===== config.mk =====
export PLATFORM = sky130hd
export DESIGN_NAME = rcp_gate
export DESIGN_NICKNAME = d
export VERILOG_FILES = /design/src/rcp_pkg.sv /design/src/rcp_gate.sv
export VERILOG_INCLUDE_DIRS = /design/src
export SDC_FILE = /design/constraint.sdc
export NUM_CORES = 1
export LEC_CHECK = 0
export BUFFER_PORTS_ARGS = -buffer_cell sky130_fd_sc_hd__buf_2
export CORE_MARGIN = 2
export CORE_UTILIZATION = 47
export CTS_CLUSTER_DIAMETER = 100
export DETAILED_ROUTE_END_ITERATION = 6
export PLACE_DENSITY = 0.75
export RECOVER_POWER = 50
export REMOVE_ABC_BUFFERS = 1
export SYNTH_ARGS = -nofsm -noshare
export SYNTH_HDL_FRONTEND = slang
export SYNTH_SLANG_ARGS = --single-unit

===== constraint.sdc =====
create_clock -name sys_clk_in -period 1.42 [get_ports sys_clk_in]
set_input_delay 0.142 -clock sys_clk_in [delete_from_list [all_inputs] [get_ports sys_clk_in]]
set_output_delay 0.142 -clock sys_clk_in [all_outputs]
set_load 0.02 [all_outputs]

===== src/rcp_consts.svh =====
// What this block does
// - protection set by one protect byte at a fixed ROM address
// - protect byte all zeros protects every program ROM address
// - byte with only bit zero cleared protects area one only
// - protect byte all ones means no protection, whole ROM open
// - area one spans lowest ROM address to upper bound, inclusive
// - protected addresses refuse programmer reads and writes
`ifndef RCP_CONSTS_SVH
`define RCP_CONSTS_SVH

// bus widths
`define RCP_AW 16
`define RCP_DW 8

// protect byte location
`define RCP_PROT_ADDR 16'hFFDB

// protect byte encodings
`define RCP_CODE_ALL 8'h00
`define RCP_CODE_AREA1 8'hFE
`define RCP_CODE_NONE 8'hFF

// program ROM bounds and protect area one
`define RCP_ROM_LO 16'h0000
`define RCP_AREA1_HI 16'hEFFF

// reset values
`define RCP_ADDR_RST 16'h0000
`define RCP_DATA_RST 8'h00

`endif


===== src/rcp_pkg.sv =====
package rcp_pkg;

   // gate sequencing
   typedef enum logic [1:0] {
      RCP_IDLE,
      RCP_FETCH,
      RCP_READY,
      RCP_BUSY
   } rcp_state_t;

   // decoded protection level
   typedef enum logic [1:0] {
      RCP_PROT_ALL,
      RCP_PROT_AREA1,
      RCP_PROT_NONE
   } rcp_prot_t;

endpackage : rcp_pkg


===== src/rcp_gate.sv =====
`timescale 1ns/1ps
`include "rcp_consts.svh"

module rcp_gate (
   input wire logic sys_clk_in, // 250 MHz clock
   input wire logic rst_b_in, // async reset, active low
   input wire logic prog_sess_in, // programmer session active
   input wire logic prog_req_in, // access request pulse
   input wire logic prog_we_in, // 1 write, 0 read
   input wire logic [`RCP_AW-1:0] prog_addr_in, // access address
   input wire logic [`RCP_DW-1:0] prog_wdata_in, // write data
   output logic prog_busy_out, // gate not ready for a request
   output logic prog_ack_out, // access done pulse
   output logic prog_deny_out, // access refused pulse
   output logic [`RCP_DW-1:0] prog_rdata_out, // read data
   output logic prog_open_out, // session ready, protection decoded
   output logic [1:0] prot_level_out, // decoded protection level
   output logic rom_req_out, // ROM access pulse
   output logic rom_we_out, // ROM write select
   output logic [`RCP_AW-1:0] rom_addr_out, // ROM address
   output logic [`RCP_DW-1:0] rom_wdata_out, // ROM write data
   input wire logic rom_ack_in, // ROM access done pulse
   input wire logic [`RCP_DW-1:0] rom_rdata_in // ROM read data
);

   rcp_pkg::rcp_state_t state_reg;
   rcp_pkg::rcp_state_t state_next;
   rcp_pkg::rcp_prot_t prot_reg;
   rcp_pkg::rcp_prot_t prot_next;
   logic in_rom;
   logic in_area1;
   logic covered;
   logic take;
   logic deny;
   logic pass;

   // address coverage under the held protection level
   assign in_rom = (prog_addr_in >= `RCP_ROM_LO);
   assign in_area1 = in_rom && (prog_addr_in <= `RCP_AREA1_HI);
   assign covered = (prot_reg == rcp_pkg::RCP_PROT_ALL) ? in_rom :
                    (prot_reg == rcp_pkg::RCP_PROT_AREA1) ?
                    in_area1 :
                    1'b0;
   assign take = (state_reg == rcp_pkg::RCP_READY) && prog_sess_in &&
                 prog_req_in;
   assign deny = take && covered;
   assign pass = take && !covered;

   // protect byte decode, unknown codes fall back to full protection
   always_comb begin
      prot_next = rcp_pkg::RCP_PROT_ALL;
      case (rom_rdata_in)
         `RCP_CODE_AREA1: prot_next = rcp_pkg::RCP_PROT_AREA1;
         `RCP_CODE_NONE: prot_next = rcp_pkg::RCP_PROT_NONE;
         default: prot_next = rcp_pkg::RCP_PROT_ALL;
      endcase
   end

   // sequencing of fetch, idle and forwarded accesses
   always_comb begin
      state_next = state_reg;
      case (state_reg)
         rcp_pkg::RCP_IDLE: begin
            if (prog_sess_in) begin
               state_next = rcp_pkg::RCP_FETCH;
            end
         end
         rcp_pkg::RCP_FETCH: begin
            if (rom_ack_in) begin
               state_next = prog_sess_in ? rcp_pkg::RCP_READY :
                            rcp_pkg::RCP_IDLE;
            end
         end
         rcp_pkg::RCP_READY: begin
            if (!prog_sess_in) begin
               state_next = rcp_pkg::RCP_IDLE;
            end else if (pass) begin
               state_next = rcp_pkg::RCP_BUSY;
            end
         end
         rcp_pkg::RCP_BUSY: begin
            if (rom_ack_in) begin
               state_next = prog_sess_in ? rcp_pkg::RCP_READY :
                            rcp_pkg::RCP_IDLE;
            end
         end
         default: state_next = rcp_pkg::RCP_IDLE;
      endcase
   end

   // state register
   always_ff @(posedge sys_clk_in or negedge rst_b_in) begin
      if (!rst_b_in) begin
         state_reg <= rcp_pkg::RCP_IDLE;
      end else begin
         state_reg <= state_next;
      end
   end

   // protection level, loaded once per session and held
   always_ff @(posedge sys_clk_in or negedge rst_b_in) begin
      if (!rst_b_in) begin
         prot_reg <= rcp_pkg::RCP_PROT_ALL;
      end else if (state_reg == rcp_pkg::RCP_IDLE) begin
         prot_reg <= rcp_pkg::RCP_PROT_ALL;
      end else if (state_reg == rcp_pkg::RCP_FETCH && rom_ack_in) begin
         prot_reg <= prot_next;
      end
   end

   // ROM side: protect byte fetch or a permitted access
   always_ff @(posedge sys_clk_in or negedge rst_b_in) begin
      if (!rst_b_in) begin
         rom_req_out <= 1'b0;
         rom_we_out <= 1'b0;
         rom_addr_out <= `RCP_ADDR_RST;
         rom_wdata_out <= `RCP_DATA_RST;
      end else if (state_reg == rcp_pkg::RCP_IDLE && prog_sess_in) begin
         rom_req_out <= 1'b1;
         rom_we_out <= 1'b0;
         rom_addr_out <= `RCP_PROT_ADDR;
         rom_wdata_out <= `RCP_DATA_RST;
      end else if (pass) begin
         rom_req_out <= 1'b1;
         rom_we_out <= prog_we_in;
         rom_addr_out <= prog_addr_in;
         rom_wdata_out <= prog_wdata_in;
      end else begin
         rom_req_out <= 1'b0;
      end
   end

   // programmer side answers
   always_ff @(posedge sys_clk_in or negedge rst_b_in) begin
      if (!rst_b_in) begin
         prog_ack_out <= 1'b0;
         prog_deny_out <= 1'b0;
         prog_rdata_out <= `RCP_DATA_RST;
      end else begin
         prog_deny_out <= deny;
         prog_ack_out <= (state_reg == rcp_pkg::RCP_BUSY) && rom_ack_in;
         if (state_reg == rcp_pkg::RCP_BUSY && rom_ack_in) begin
            prog_rdata_out <= rom_we_out ? `RCP_DATA_RST : rom_rdata_in;
         end
      end
   end

   // status flops
   always_ff @(posedge sys_clk_in or negedge rst_b_in) begin
      if (!rst_b_in) begin
         prog_busy_out <= 1'b1;
         prog_open_out <= 1'b0;
         prot_level_out <= rcp_pkg::RCP_PROT_ALL;
      end else begin
         prog_busy_out <= (state_next != rcp_pkg::RCP_READY);
         prog_open_out <= (state_next == rcp_pkg::RCP_READY);
         prot_level_out <= (state_reg == rcp_pkg::RCP_FETCH && rom_ack_in) ?
                           prot_next : prot_reg;
      end
   end

   // protect byte is fetched right at session start
   a_fetch_at_start: assert property (
      @(posedge sys_clk_in) disable iff (!rst_b_in)
      (state_reg == rcp_pkg::RCP_IDLE && prog_sess_in) |=>
      (rom_req_out && !rom_we_out && rom_addr_out == `RCP_PROT_ADDR &&
       state_reg == rcp_pkg::RCP_FETCH))
      else $error("protect byte fetch missing");

   // full protection refuses any ROM address
   a_all_refused: assert property (
      @(posedge sys_clk_in) disable iff (!rst_b_in)
      (take && prot_reg == rcp_pkg::RCP_PROT_ALL && in_rom) |=>
      (prog_deny_out && !rom_req_out))
      else $error("access passed under full protection");

   // area one refused inclusive of its top address
   a_area1_refused: assert property (
      @(posedge sys_clk_in) disable iff (!rst_b_in)
      (take && prot_reg == rcp_pkg::RCP_PROT_AREA1 &&
       prog_addr_in <= `RCP_AREA1_HI) |=> (prog_deny_out && !rom_req_out))
      else $error("area one access passed");

   // above area one is open under area protection
   a_area1_above: assert property (
      @(posedge sys_clk_in) disable iff (!rst_b_in)
      (take && prot_reg == rcp_pkg::RCP_PROT_AREA1 &&
       prog_addr_in > `RCP_AREA1_HI) |=>
      (rom_req_out && !prog_deny_out && rom_addr_out == $past(prog_addr_in)))
      else $error("access above area one refused");

   // no protection forwards every access
   a_none_open: assert property (
      @(posedge sys_clk_in) disable iff (!rst_b_in)
      (take && prot_reg == rcp_pkg::RCP_PROT_NONE) |=>
      (rom_req_out && !prog_deny_out && rom_we_out == $past(prog_we_in)))
      else $error("access refused without protection");

   // decode of the fetched protect byte
   a_decode_byte: assert property (
      @(posedge sys_clk_in) disable iff (!rst_b_in)
      (state_reg == rcp_pkg::RCP_FETCH && rom_ack_in) |=>
      (prot_reg == (($past(rom_rdata_in) == `RCP_CODE_NONE) ?
                    rcp_pkg::RCP_PROT_NONE :
                    ($past(rom_rdata_in) == `RCP_CODE_AREA1) ?
                    rcp_pkg::RCP_PROT_AREA1 : rcp_pkg::RCP_PROT_ALL)))
      else $error("protect byte decoded wrongly");

   // level held while the session stays open
   a_level_held: assert property (
      @(posedge sys_clk_in) disable iff (!rst_b_in)
      (state_reg == rcp_pkg::RCP_READY && prog_sess_in) |=>
      $stable(prot_reg))
      else $error("protection changed inside a session");

   // refused access never reaches the ROM and never acks
   a_deny_quiet: assert property (
      @(posedge sys_clk_in) disable iff (!rst_b_in)
      prog_deny_out |-> (!rom_req_out && !prog_ack_out && !prog_busy_out))
      else $error("refused access leaked to ROM");

   // permitted read completes one cycle after ROM ack, with the ROM data
   a_ack_return: assert property (
      @(posedge sys_clk_in) disable iff (!rst_b_in)
      (state_reg == rcp_pkg::RCP_BUSY && rom_ack_in && !rom_we_out) |=>
      (prog_ack_out && prog_rdata_out == $past(rom_rdata_in)))
      else $error("read answer missing");

endmodule : rcp_gate


==> results of run 1 <==
kinds of logic after synthesis:
group	after synthesis	synth area share, %
AO/OA/AOI/OAI	40	14.5
AND/OR/NAND/NOR	81	21.0
buffers and inverters	12	4.11
flip-flops	44	60.3
path summary, 6_finish.rpt:
kind | start | to | slack [ns]
worst max-delay path | state_reg[1] | prot_reg[1] | 0.1
worst max register to register | state_reg[1] | prot_reg[1] | 0.1
max in group asynchronous | rst_b_in | prog_busy_out | 0.18
worst min register to register | prog_rdata_out[2] | prog_rdata_out[2] | 0.48
worst min-delay path | prog_addr_in[0] | rom_addr_out[0] | 0.07
min in group asynchronous | rst_b_in | rom_req_out | 0.45
cell type report:
type,count,area (µm²)
fill,340,1330
sequential,44,1100
multi-input combinational,121,652
timing repair buffer,85,452
clock buffer,8,90.1
tap,48,60.1
inverter,2,7.51
per-stage QoR:
step / TNS [ns] / power, mW / util [%]
after floorplan: -0.431 / 1.85 / -
after global placement: 0 / 2.13 / 61.9
after detailed placement: 0 / 2.15 / 61.9
after CTS: 0 / 2.93 / 64.7
after global routing: -0.0163 / 3.07 / 64.1
final: 0 / 2.90 / 64.1
where the power goes:
group	total (mW)	switching (mW)	internal, mW	leakage [nW]
combinational	0.630	0.416	0.214	0.493
clock	0.787	0.391	0.397	0.0455
sequential	1.48	0.0795	1.40	0.522
what timing repair did:
item	in CTS	in global routing
endpoints found under the setup margin	1	8
hold buffers	1	0
hold endpoints to repair	14	0
pin swaps	0	0
cloned	0	0
buffers inserted	0	0
resized for setup	1	4
cell usage in the layout (no fill, tap or decap):
| master | count |
|---|---|
| sky130_fd_sc_hd__or3_1 | 1 |
| sky130_fd_sc_hd__nand4_1 | 1 |
| sky130_fd_sc_hd__dfstp_2 | 1 |
| sky130_fd_sc_hd__and2_2 | 1 |
| sky130_fd_sc_hd__clkbuf_8 | 6 |
| sky130_fd_sc_hd__a21oi_1 | 1 |
| sky130_fd_sc_hd__o22ai_1 | 11 |
| sky130_fd_sc_hd__a22o_2 | 1 |
| sky130_fd_sc_hd__dlygate4sd3_1 | 1 |
| sky130_fd_sc_hd__and4_1 | 1 |
| sky130_fd_sc_hd__o21ai_2 | 1 |
| sky130_fd_sc_hd__nand2_1 | 37 |
| sky130_fd_sc_hd__buf_2 | 57 |
| sky130_fd_sc_hd__buf_4 | 4 |
| sky130_fd_sc_hd__a31o_2 | 1 |
| sky130_fd_sc_hd__o21a_1 | 1 |
| sky130_fd_sc_hd__a31oi_4 | 1 |
| sky130_fd_sc_hd__and3_1 | 1 |
| sky130_fd_sc_hd__clkbuf_1 | 22 |
| sky130_fd_sc_hd__o22a_1 | 4 |
| sky130_fd_sc_hd__buf_6 | 1 |
| sky130_fd_sc_hd__nor2_1 | 12 |
| sky130_fd_sc_hd__nor2_2 | 1 |
| sky130_fd_sc_hd__dfrtp_1 | 43 |
| sky130_fd_sc_hd__inv_1 | 2 |
| sky130_fd_sc_hd__nand3b_1 | 1 |
| sky130_fd_sc_hd__nand2b_1 | 9 |
| sky130_fd_sc_hd__nand4b_1 | 1 |
| sky130_fd_sc_hd__and4b_2 | 1 |
| sky130_fd_sc_hd__o21ai_0 | 17 |
| sky130_fd_sc_hd__and2_1 | 1 |
| sky130_fd_sc_hd__o31ai_1 | 2 |
| sky130_fd_sc_hd__and3_4 | 1 |
| sky130_fd_sc_hd__nand3_1 | 12 |
| sky130_fd_sc_hd__buf_12 | 2 |
worst register-to-register path, delay by kind of cell, from the launching register on:
| family | cells | cell delay [ns] |
|---|---|---|
| DFF | 1 | 0.44 |
| AOI/OAI and AO/OA | 1 | 0.16 |
| and+or+nand+nor | 2 | 0.65 |
per-layer routing:
layer	global-route usage (%)	up-vias
li1	-	773
met5	0	-
met3	4.60	6
met4	6.38	0
met1	26.6	758
met2	33.9	63
==> impl_metrics.env, run 1 <==
export IMPL_synth_sequential_area_ratio_pct=60.3
export IMPL_dieHeight_um=66.3
export IMPL_hpwlAfterDp_um=3050
export IMPL_top_cells_by_instance_count_after_synthesis="sky130_fd_sc_hd__dfrtp_1, sky130_fd_sc_hd__nand2_1, sky130_fd_sc_hd__o21ai_0"
export IMPL_hold_class="in2reg"
export IMPL_post_drt_wl_per_cell_um=13.7
export IMPL_die_w_um=66.3
export IMPL_drtIter0Drc=73
export IMPL_synth_lib_cells_used_distinct=31
export IMPL_critPathMaxStageDelay_ns=0.44
export IMPL_unrepaired_setup_endpoints_after_global_routing="true"
export IMPL_slew_headroom_pct=45.5
export IMPL_worst_ir_drop_vdd_uv=767
export IMPL_hold_viol=0
export IMPL_clock_skew_final_ns=0.00318
export IMPL_clkSlewWorstSetupHoldPaths_ns=0.08
export IMPL_largest_net_degree_at_the_start_of_global_routing=31
export IMPL_largest_registers="rom_addr_out (16), prog_rdata_out (8), rom_wdata_out (8)"
export IMPL_fin_area_um2=2360
export IMPL_cts_tree="built"
export IMPL_maxCapViolCount=0
export IMPL_crit_path_cell_trace="nand3b_1, or3_1, a21oi_1"
export IMPL_route_vias_total=1600
export IMPL_ys_async_sr_fraction_pct=100
export IMPL_fin_worst_hold_slack_ns=0.0672
export IMPL_core_area_um2=3690
export IMPL_crit_buf_inv=0
export IMPL_placed_area_um2=2280
export IMPL_antenna_left=0
export IMPL_post_synth_inst_count=177
export IMPL_ctsLongestPathBuffers=2
export IMPL_crit_path_max_delay_family="simple AND/OR/NAND/NOR gates"
export IMPL_htree_levels=2
export IMPL_avgSynthCellArea_um2=10.3
export IMPL_finalWorstPathRequiredPeriod_ns=1.32
export IMPL_count_of_input_and_output_buffers=77
export IMPL_synth_enable_flop_cells=0
export IMPL_routed_wl_met3_um=283
export IMPL_worstPathRequired_ns=1.64
export IMPL_grt_first_pass_wirelength_um=6800
export IMPL_power_leakage_nw=1.06
export IMPL_initial_utilization_pct=49.5
export IMPL_vias_per_cell=5.19
export IMPL_top_cells_by_area_synth="sky130_fd_sc_hd__dfrtp_1, sky130_fd_sc_hd__nand2_1, sky130_fd_sc_hd__o21ai_0"
export IMPL_synth_top_area_share_pct=58.9
export IMPL_number_of_global_route_vias_before_repair=1557
export IMPL_run_status="complete, no violations"
export IMPL_critPathMaxFanout=7
export IMPL_route_met2_wl_um=1960
export IMPL_worst_pin_slew_ns=0.818
export IMPL_setup_ws_ns=0.0976
export IMPL_synthesis_area_um2=1830
export IMPL_period_share_pct=93.1
export IMPL_worst_r2r_path_depth=3
export IMPL_number_of_optimization_iterations_in_the_first_detailed_route_pass=4
export IMPL_die_area_um2=4400
export IMPL_n_antenna_cell=0
export IMPL_crit_cells=3
export IMPL_preCtsSetupSlack_ns=0.0400
export IMPL_routed_top_layer="met4"
export IMPL_antenna_found_initial=0
export IMPL_postSynthRegisterBits=44
export IMPL_fraction_of_layout_instances_using_a_drive_strength_above_1_pct=30.4
export IMPL_core_rowCount=22
export IMPL_finish_cell_count_without_fillers=308
export IMPL_area_growth_syn_to_layout_pct=29.4
export IMPL_slew_viol_final=0
export IMPL_gpl_final_weighted_congestion=0.778
export IMPL_cts_sink_count=44
export IMPL_clock_tree_root_cell="sky130_fd_sc_hd__clkbuf_8"
export IMPL_cell_taking_the_most_area_after_synthesis="sky130_fd_sc_hd__dfrtp_1"
export IMPL_totalWireLength_um=4210
export IMPL_remaining_drcs=0
export IMPL_final_nets=297
export IMPL_largest_register_ff_count=16
export IMPL_ios=78
export IMPL_synth_flop_cell="sky130_fd_sc_hd__dfrtp_1"
export IMPL_cts_inserted_buffers=5
export IMPL_powerDensity_nw_per_um2=1220
export IMPL_synth_most_common_cell="sky130_fd_sc_hd__dfrtp_1"
export IMPL_largest_register="rom_addr_out"
export IMPL_setup_violations=0
export IMPL_timing_critical_path_arrival_ns=1.54
export IMPL_insertion_delay_ns=0.29
export IMPL_post_place_cells=299
export IMPL_max_freq_mhz=756
export IMPL_min_delay_path_depth=3
export IMPL_wl_met1_um=1920
export IMPL_critical_path_startpoint_type="register"
export IMPL_timing_critical_path_slowest_stage_cell="sky130_fd_sc_hd__dfrtp_1"
export IMPL_grt_total_usage_pct=20.4
export IMPL_grt_overflow_total=0
export IMPL_worst_setup_end_kind="register"
export IMPL_criticalPathCategory="reg2reg"
export IMPL_yosys_warns=0
(Power assumes the default switching activity.)
==> run 2: changes to the inputs <==
--- a/config.mk
+++ b/config.mk
@@ -8,10 +8,10 @@
 export LEC_CHECK = 0
 export BUFFER_PORTS_ARGS = -buffer_cell sky130_fd_sc_hd__buf_2
 export CORE_MARGIN = 2
-export CORE_UTILIZATION = 47
+export CORE_UTILIZATION = 43
 export CTS_CLUSTER_DIAMETER = 100
 export DETAILED_ROUTE_END_ITERATION = 6
-export PLACE_DENSITY = 0.75
+export PLACE_DENSITY = 0.69
 export RECOVER_POWER = 50
 export REMOVE_ABC_BUFFERS = 1
 export SYNTH_ARGS = -nofsm -noshare
==> impl_metrics.env, run 2 (synthesis results as in run 1) <==
export IMPL_initial_utilization_pct=45.0
export IMPL_postLayoutCoreUtil_pct=57.8
export IMPL_hold_viol=0
export IMPL_remaining_drcs=0
export IMPL_critical_path_startpoint_type="register"
export IMPL_crit_path_max_delay_family="simple AND/OR/NAND/NOR gates"
export IMPL_max_freq_mhz=760
export IMPL_finalWorstPathRequiredPeriod_ns=1.32
export IMPL_clock_tree_root_cell="sky130_fd_sc_hd__clkbuf_8"
export IMPL_setup_reg_to_reg_worst_slack_ns=0.10
export IMPL_largest_registers="rom_addr_out (16), prog_rdata_out (8), rom_wdata_out (8)"
export IMPL_die_area_um2=4790
export IMPL_totalWireLength_um=4190
export IMPL_clkSlewWorstSetupHoldPaths_ns=0.08
export IMPL_fin_area_um2=2340
export IMPL_ctsLongestPathBuffers=2
export IMPL_antenna_found_initial=0
export IMPL_setup_violations=0
export IMPL_dieHeight_um=69.2
export IMPL_grt_total_usage_pct=18.2
export IMPL_htree_levels=2
export IMPL_crit_buf_inv=1
export IMPL_worst_setup_end_kind="register"
export IMPL_highest_count_cells_in_the_layout_ignoring_fill_and_taps="sky130_fd_sc_hd__buf_2, sky130_fd_sc_hd__dfrtp_1, sky130_fd_sc_hd__nand2_1"
export IMPL_n_antenna_cell=0
export IMPL_critPathMaxFanout=10
export IMPL_number_of_optimization_iterations_in_the_first_detailed_route_pass=4
export IMPL_powerDensity_nw_per_um2=1230
export IMPL_drtIter0Drc=70
export IMPL_core_rowCount=23
export IMPL_area_growth_syn_to_layout_pct=28.4
export IMPL_largest_register_ff_count=16
export IMPL_cts_sink_count=44
export IMPL_timing_critical_path_arrival_ns=1.53
export IMPL_largest_net_degree_at_the_start_of_global_routing=22
export IMPL_grt_overflow_total=0
export IMPL_critPathMaxStageDelay_ns=0.44
export IMPL_number_of_global_route_vias_before_repair=1508
export IMPL_period_share_pct=92.7
export IMPL_placed_area_um2=2290
export IMPL_worst_ir_drop_vdd_uv=654
export IMPL_grt_first_pass_wirelength_um=6980
export IMPL_maxCapViolCount=0
export IMPL_timing_critical_path_slowest_stage_cell="sky130_fd_sc_hd__dfrtp_1"
export IMPL_unrepaired_setup_endpoints_after_global_routing="false"
export IMPL_fin_worst_hold_slack_ns=0.0735
export IMPL_p_total_mw=2.88
export IMPL_count_of_input_and_output_buffers=77
export IMPL_largest_register="rom_addr_out"
export IMPL_hpwlAfterDp_um=3100
export IMPL_antenna_left=0
export IMPL_mostFrequentLayoutCell="sky130_fd_sc_hd__buf_2"
export IMPL_vias_per_cell=5.05
export IMPL_route_vias_total=1575
export IMPL_cts_inserted_buffers=5
export IMPL_slew_viol_final=0
export IMPL_core_area_um2=4060
export IMPL_post_drt_wl_per_cell_um=13.4
export IMPL_power_leakage_nw=1.07
export IMPL_criticalPathCategory="reg2reg"
export IMPL_final_nets=299
export IMPL_ios=78
export IMPL_run_status="complete, no violations"
export IMPL_insertion_delay_ns=0.29
export IMPL_clock_skew_final_ns=0.00443
export IMPL_fraction_of_layout_instances_using_a_drive_strength_above_1_pct=30.2
export IMPL_crit_path_cell_trace="and4b_1, buf_4, nand2_1, o22ai_1"
export IMPL_hold_class="in2reg"
export IMPL_gpl_final_weighted_congestion=0.739
export IMPL_cts_tree="built"
export IMPL_die_w_um=69.2
export IMPL_worst_pin_slew_ns=0.515
export IMPL_slew_headroom_pct=65.7
export IMPL_worstPathRequired_ns=1.63
==> run 2: cell types whose count changed in the layout (fill, tap and decap cells not counted), sizes merged <==
cell,change
clkbuf,+2
==> run 2: cell type report <==
type                       count  area (µm²)
tap                           50        62.6
clock buffer                   8        90.1
fill                         372        1710
multi-input combinational    121         651
sequential                    44        1100
inverter                       2        7.51
timing repair buffer          87         432
==> run 2: tightest hold or removal path, delay by kind of cell <==
kind,cells,cell delay [ns]
compound gates,1,0.06
buf+inv,1,0.07
simple gates,1,0.05
==> run 2: where the power goes <==
| group | internal [mW] | switching (mW) | total, mW |
|---|---|---|---|
| Clock | 0.397 | 0.387 | 0.783 |
| Combinational | 0.205 | 0.413 | 0.618 |
| Sequential | 1.40 | 0.0765 | 1.48 |
| Total | 2.00 | 0.876 | 2.88 |
==> run 2: stage by stage <==
stage / std cells / worst slack (ns) / setup TNS, ns
2_1_floorplan: 167 / -0.0955 / -0.431
3_3_place_gp: 303 / 0.134 / 0
3_5_place_dp: 303 / 0.0942 / 0
4_1_cts: 312 / 0.0460 / 0
5_1_grt: 312 / 0.0102 / 0
6_report: 312 / 0.104 / 0
==> run 2: routing by layer <==
metal / track usage [%] / vias up / wire, µm
li1: - / 779 / -
met2: 28.6 / 65 / 1980
met4: 4.58 / 0 / 25
met1: 24.5 / 727 / 1860
met3: 5.96 / 4 / 326
met5: 0 / - / 0
==> run 2: worst paths after layout <==
path,startpoint,endpoint,cells after the start
setup / recovery,state_reg[0],rom_wdata_out[5],4
hold / removal,prog_addr_in[3],rom_addr_out[3],3
setup reg to reg,state_reg[0],rom_wdata_out[5],4
hold reg to reg,prog_rdata_out[0],prog_rdata_out[0],2
max in group asynchronous,rst_b_in,rom_wdata_out[7],3
min in group asynchronous,rst_b_in,prog_rdata_out[2],2
==> run 2: repair_timing <==
item,4_1_cts,5_1_grt
hold buffers,1,0
gates resized for setup,0,1
setup endpoints to repair,0,6
hold endpoints to repair,15,0
setup buffers,0,0
==> run 3: changes to the inputs <==
--- a/config.mk
+++ b/config.mk
@@ -6,8 +6,8 @@
 export SDC_FILE = /design/constraint.sdc
 export NUM_CORES = 1
 export LEC_CHECK = 0
+export ABC_AREA = 1
 export BUFFER_PORTS_ARGS = -buffer_cell sky130_fd_sc_hd__buf_2
-export CORE_MARGIN = 2
 export CORE_UTILIZATION = 43
 export CTS_CLUSTER_DIAMETER = 100
 export DETAILED_ROUTE_END_ITERATION = 6
==> impl_metrics.env, run 3 <==
export IMPL_avgSynthCellArea_um2=8.55
export IMPL_timing_critical_path_slowest_stage_cell="sky130_fd_sc_hd__dfrtp_1"
export IMPL_area_growth_syn_to_layout_pct=28.7
export IMPL_critPathMaxStageDelay_ns=0.36
export IMPL_setup_reg_to_reg_worst_slack_ns=0.11
export IMPL_p_total_mw=3.98
export IMPL_timing_hold_worst_endpoint="rom_addr_out[5]"
export IMPL_cts_sink_count=44
export IMPL_synth_most_common_cell="sky130_fd_sc_hd__nand2_1"
export IMPL_critical_path_startpoint_type="register"
export IMPL_largest_register="rom_addr_out"
export IMPL_tns_ns=0
export IMPL_largest_register_ff_count=16
export IMPL_top_cells_by_area_synth="sky130_fd_sc_hd__dfrtp_1, sky130_fd_sc_hd__nand2_1, sky130_fd_sc_hd__nand3_1"
export IMPL_synth_top_area_share_pct=56.7
export IMPL_timing_hold_worst_start="prog_addr_in[5]"
export IMPL_xor_and_xnor_fraction_of_the_mapped_netlist_area_pct=0
export IMPL_yosys_warns=0
export IMPL_antenna_left=0
export IMPL_htree_levels=2
export IMPL_fraction_of_layout_instances_using_a_drive_strength_above_1_pct=27.6
export IMPL_slew_viol_final=0
export IMPL_clkSlewWorstSetupHoldPaths_ns=0.08
export IMPL_hold_viol=0
export IMPL_criticalPathCategory="reg2reg"
export IMPL_worst_setup_end_kind="register"
export IMPL_critical_path_reg2reg_endpoint="rom_addr_out[14]"
export IMPL_largest_registers="rom_addr_out (16), prog_rdata_out (8), rom_wdata_out (8)"
export IMPL_highest_count_cells_in_the_layout_ignoring_fill_and_taps="sky130_fd_sc_hd__nand2_1, sky130_fd_sc_hd__buf_2, sky130_fd_sc_hd__dfrtp_1"
export IMPL_critPathMaxFanout=11
export IMPL_clock_tree_root_cell="sky130_fd_sc_hd__clkbuf_8"
export IMPL_cell_taking_the_most_area_after_synthesis="sky130_fd_sc_hd__dfrtp_1"
export IMPL_crit_buf_inv=1
export IMPL_insertion_delay_ns=0.29
export IMPL_post_synth_and_or_nand_nor_area_fraction_pct=30.6
export IMPL_worst_r2r_path_depth=6
export IMPL_powerDensity_nw_per_um2=1630
export IMPL_maxCapViolCount=0
export IMPL_setup_violations=0
export IMPL_crit_path_cell_trace="nand2_1, o21bai_2, nand2_4, buf_4, nand3_1, nand2_1"
export IMPL_worstPathRequired_ns=1.60
export IMPL_finalWorstPathRequiredPeriod_ns=1.31
export IMPL_critPathMostFrequentCell="sky130_fd_sc_hd__nand2_1"
export IMPL_postSynthRegisterBits=44
export IMPL_grt_overflow_total=0
export IMPL_clock_skew_final_ns=0.00432
export IMPL_ctsLongestPathBuffers=2
export IMPL_synth_mux_area_fraction_pct=0
export IMPL_hpwlAfterDp_um=3070
export IMPL_synth_lib_cells_used_distinct=19
export IMPL_synth_enable_flop_cells=0
export IMPL_gpl_final_weighted_congestion=0.850
export IMPL_cts_inserted_buffers=5
export IMPL_grt_first_pass_wirelength_um=6630
export IMPL_post_synth_inst_count=222
export IMPL_timing_critical_path_arrival_ns=1.49
export IMPL_min_delay_path_depth=3
export IMPL_crit_cells=6
export IMPL_totalWireLength_um=4300
export IMPL_hold_class="in2reg"
export IMPL_max_freq_mhz=761
export IMPL_top_cells_by_instance_count_after_synthesis="sky130_fd_sc_hd__nand2_1, sky130_fd_sc_hd__dfrtp_1, sky130_fd_sc_hd__nand3_1"
export IMPL_die_area_um2=4680
export IMPL_ios=78
export IMPL_crit_path_max_delay_family="simple AND/OR/NAND/NOR gates"
export IMPL_final_nets=345
export IMPL_number_of_optimization_iterations_in_the_first_detailed_route_pass=4
export IMPL_largest_net_degree_at_the_start_of_global_routing=25
export IMPL_slew_headroom_pct=64.9
export IMPL_route_vias_total=1676
export IMPL_grt_total_usage_pct=19.4
export IMPL_core_area_um2=4120
export IMPL_period_share_pct=92.5
export IMPL_synth_flop_cell="sky130_fd_sc_hd__dfrtp_1"
export IMPL_synth_compound_gate_area_share_pct=3.63
export IMPL_post_place_cells=347
export IMPL_fin_area_um2=2440
export IMPL_run_status="complete, no violations"
export IMPL_number_of_global_route_vias_before_repair=1511
export IMPL_drtIter0Drc=73
export IMPL_count_of_input_and_output_buffers=77
export IMPL_core_rowCount=23
export IMPL_ys_async_sr_fraction_pct=100
export IMPL_post_drt_wl_per_cell_um=12.0
export IMPL_power_leakage_nw=1.44
export IMPL_n_antenna_cell=0
export IMPL_worst_r2r_startpoint="prot_reg[0]"
export IMPL_antenna_found_initial=0
export IMPL_synthesis_area_um2=1900
export IMPL_placed_area_um2=2350
export IMPL_vias_per_cell=4.68
export IMPL_synth_sequential_area_ratio_pct=58.1
export IMPL_die_w_um=68.4
export IMPL_mostFrequentLayoutCell="sky130_fd_sc_hd__nand2_1"
export IMPL_worst_pin_slew_ns=0.527
export IMPL_remaining_drcs=0
export IMPL_cts_tree="built"
export IMPL_worst_ir_drop_vdd_uv=715
export IMPL_finish_cell_count_without_fillers=358
export IMPL_combinational_family_with_the_most_area_after_synthesis="simple AND/OR/NAND/NOR gates"
export IMPL_yosys_area_share_adder_pct=0
export IMPL_initial_utilization_pct=46.1
export IMPL_dieHeight_um=68.4
-- run 3: where the power goes --
part	switching, mW	internal [mW]	leakage (nW)
sequential	0.187	1.59	0.569
combinational	0.956	0.463	0.820
clock	0.393	0.388	0.0510
-- run 3: worst min-delay path, delay by kind of cell --
kind                   cells  cell delay (ns)
AND/OR/NAND/NOR            2             0.09
buffers and inverters      1             0.07
-- run 3: worst max path at each step --
stage / endpoint / start / slack (ns)
CTS: rom_addr_out[14] / prot_reg[0] / 0.05
detailed placement: rom_addr_out[14] / prot_reg[0] / 0.07
global placement: rom_addr_out[15] / state_reg[0] / 0.13
floorplan: rom_addr_out[0] / state_reg[0] / 0.01
global route: rom_addr_out[14] / prot_reg[0] / -0.009
finish: rom_addr_out[14] / prot_reg[0] / 0.11
-- run 3: final cells by class --
type / count / area (µm²)
fill: 414 / 1670
clock inverter: 2 / 10.0
inverter: 23 / 86.3
timing repair buffer: 86 / 432
tap: 50 / 62.6
multi-input combinational: 147 / 667
clock buffer: 6 / 82.6
sequential: 44 / 1100
-- run 3: cell families after synthesis --
| kind of cell | Yosys count |
|---|---|
| buffers and inverters | 32 |
| AND/OR/NAND/NOR | 133 |
| flip-flops | 44 |
| AO/OA/AOI/OAI | 13 |
-- run 3: layer usage --
metal  global-route usage [%]  up-vias  wire (µm)
met5                        0        -          0
li1                         -      866          -
met1                     23.1      765       1920
met2                     33.6       40       2180
met4                     7.03        0         51
met3                     5.00        5        152
-- run 3: metrics by stage --
stage	hold WS [ns]	util, %	setup WS (ns)
floorplan	-0.154	-	0.0120
global placement	0.133	57.1	0.126
detailed placement	0.143	57.1	0.0660
CTS	0.0373	59.6	0.0520
global route	0.0357	59.3	-0.00852
finish	0.0487	59.3	0.106
-- run 3: what timing repair did --
| item | 4_1_cts | 5_1_grt |
|---|---|---|
| setup buffers | 0 | 1 |
| hold buffers | 1 | 0 |
| hold endpoints to repair | 19 | 0 |
| resized for setup | 0 | 3 |
| endpoints found under the setup margin | 0 | 30 |
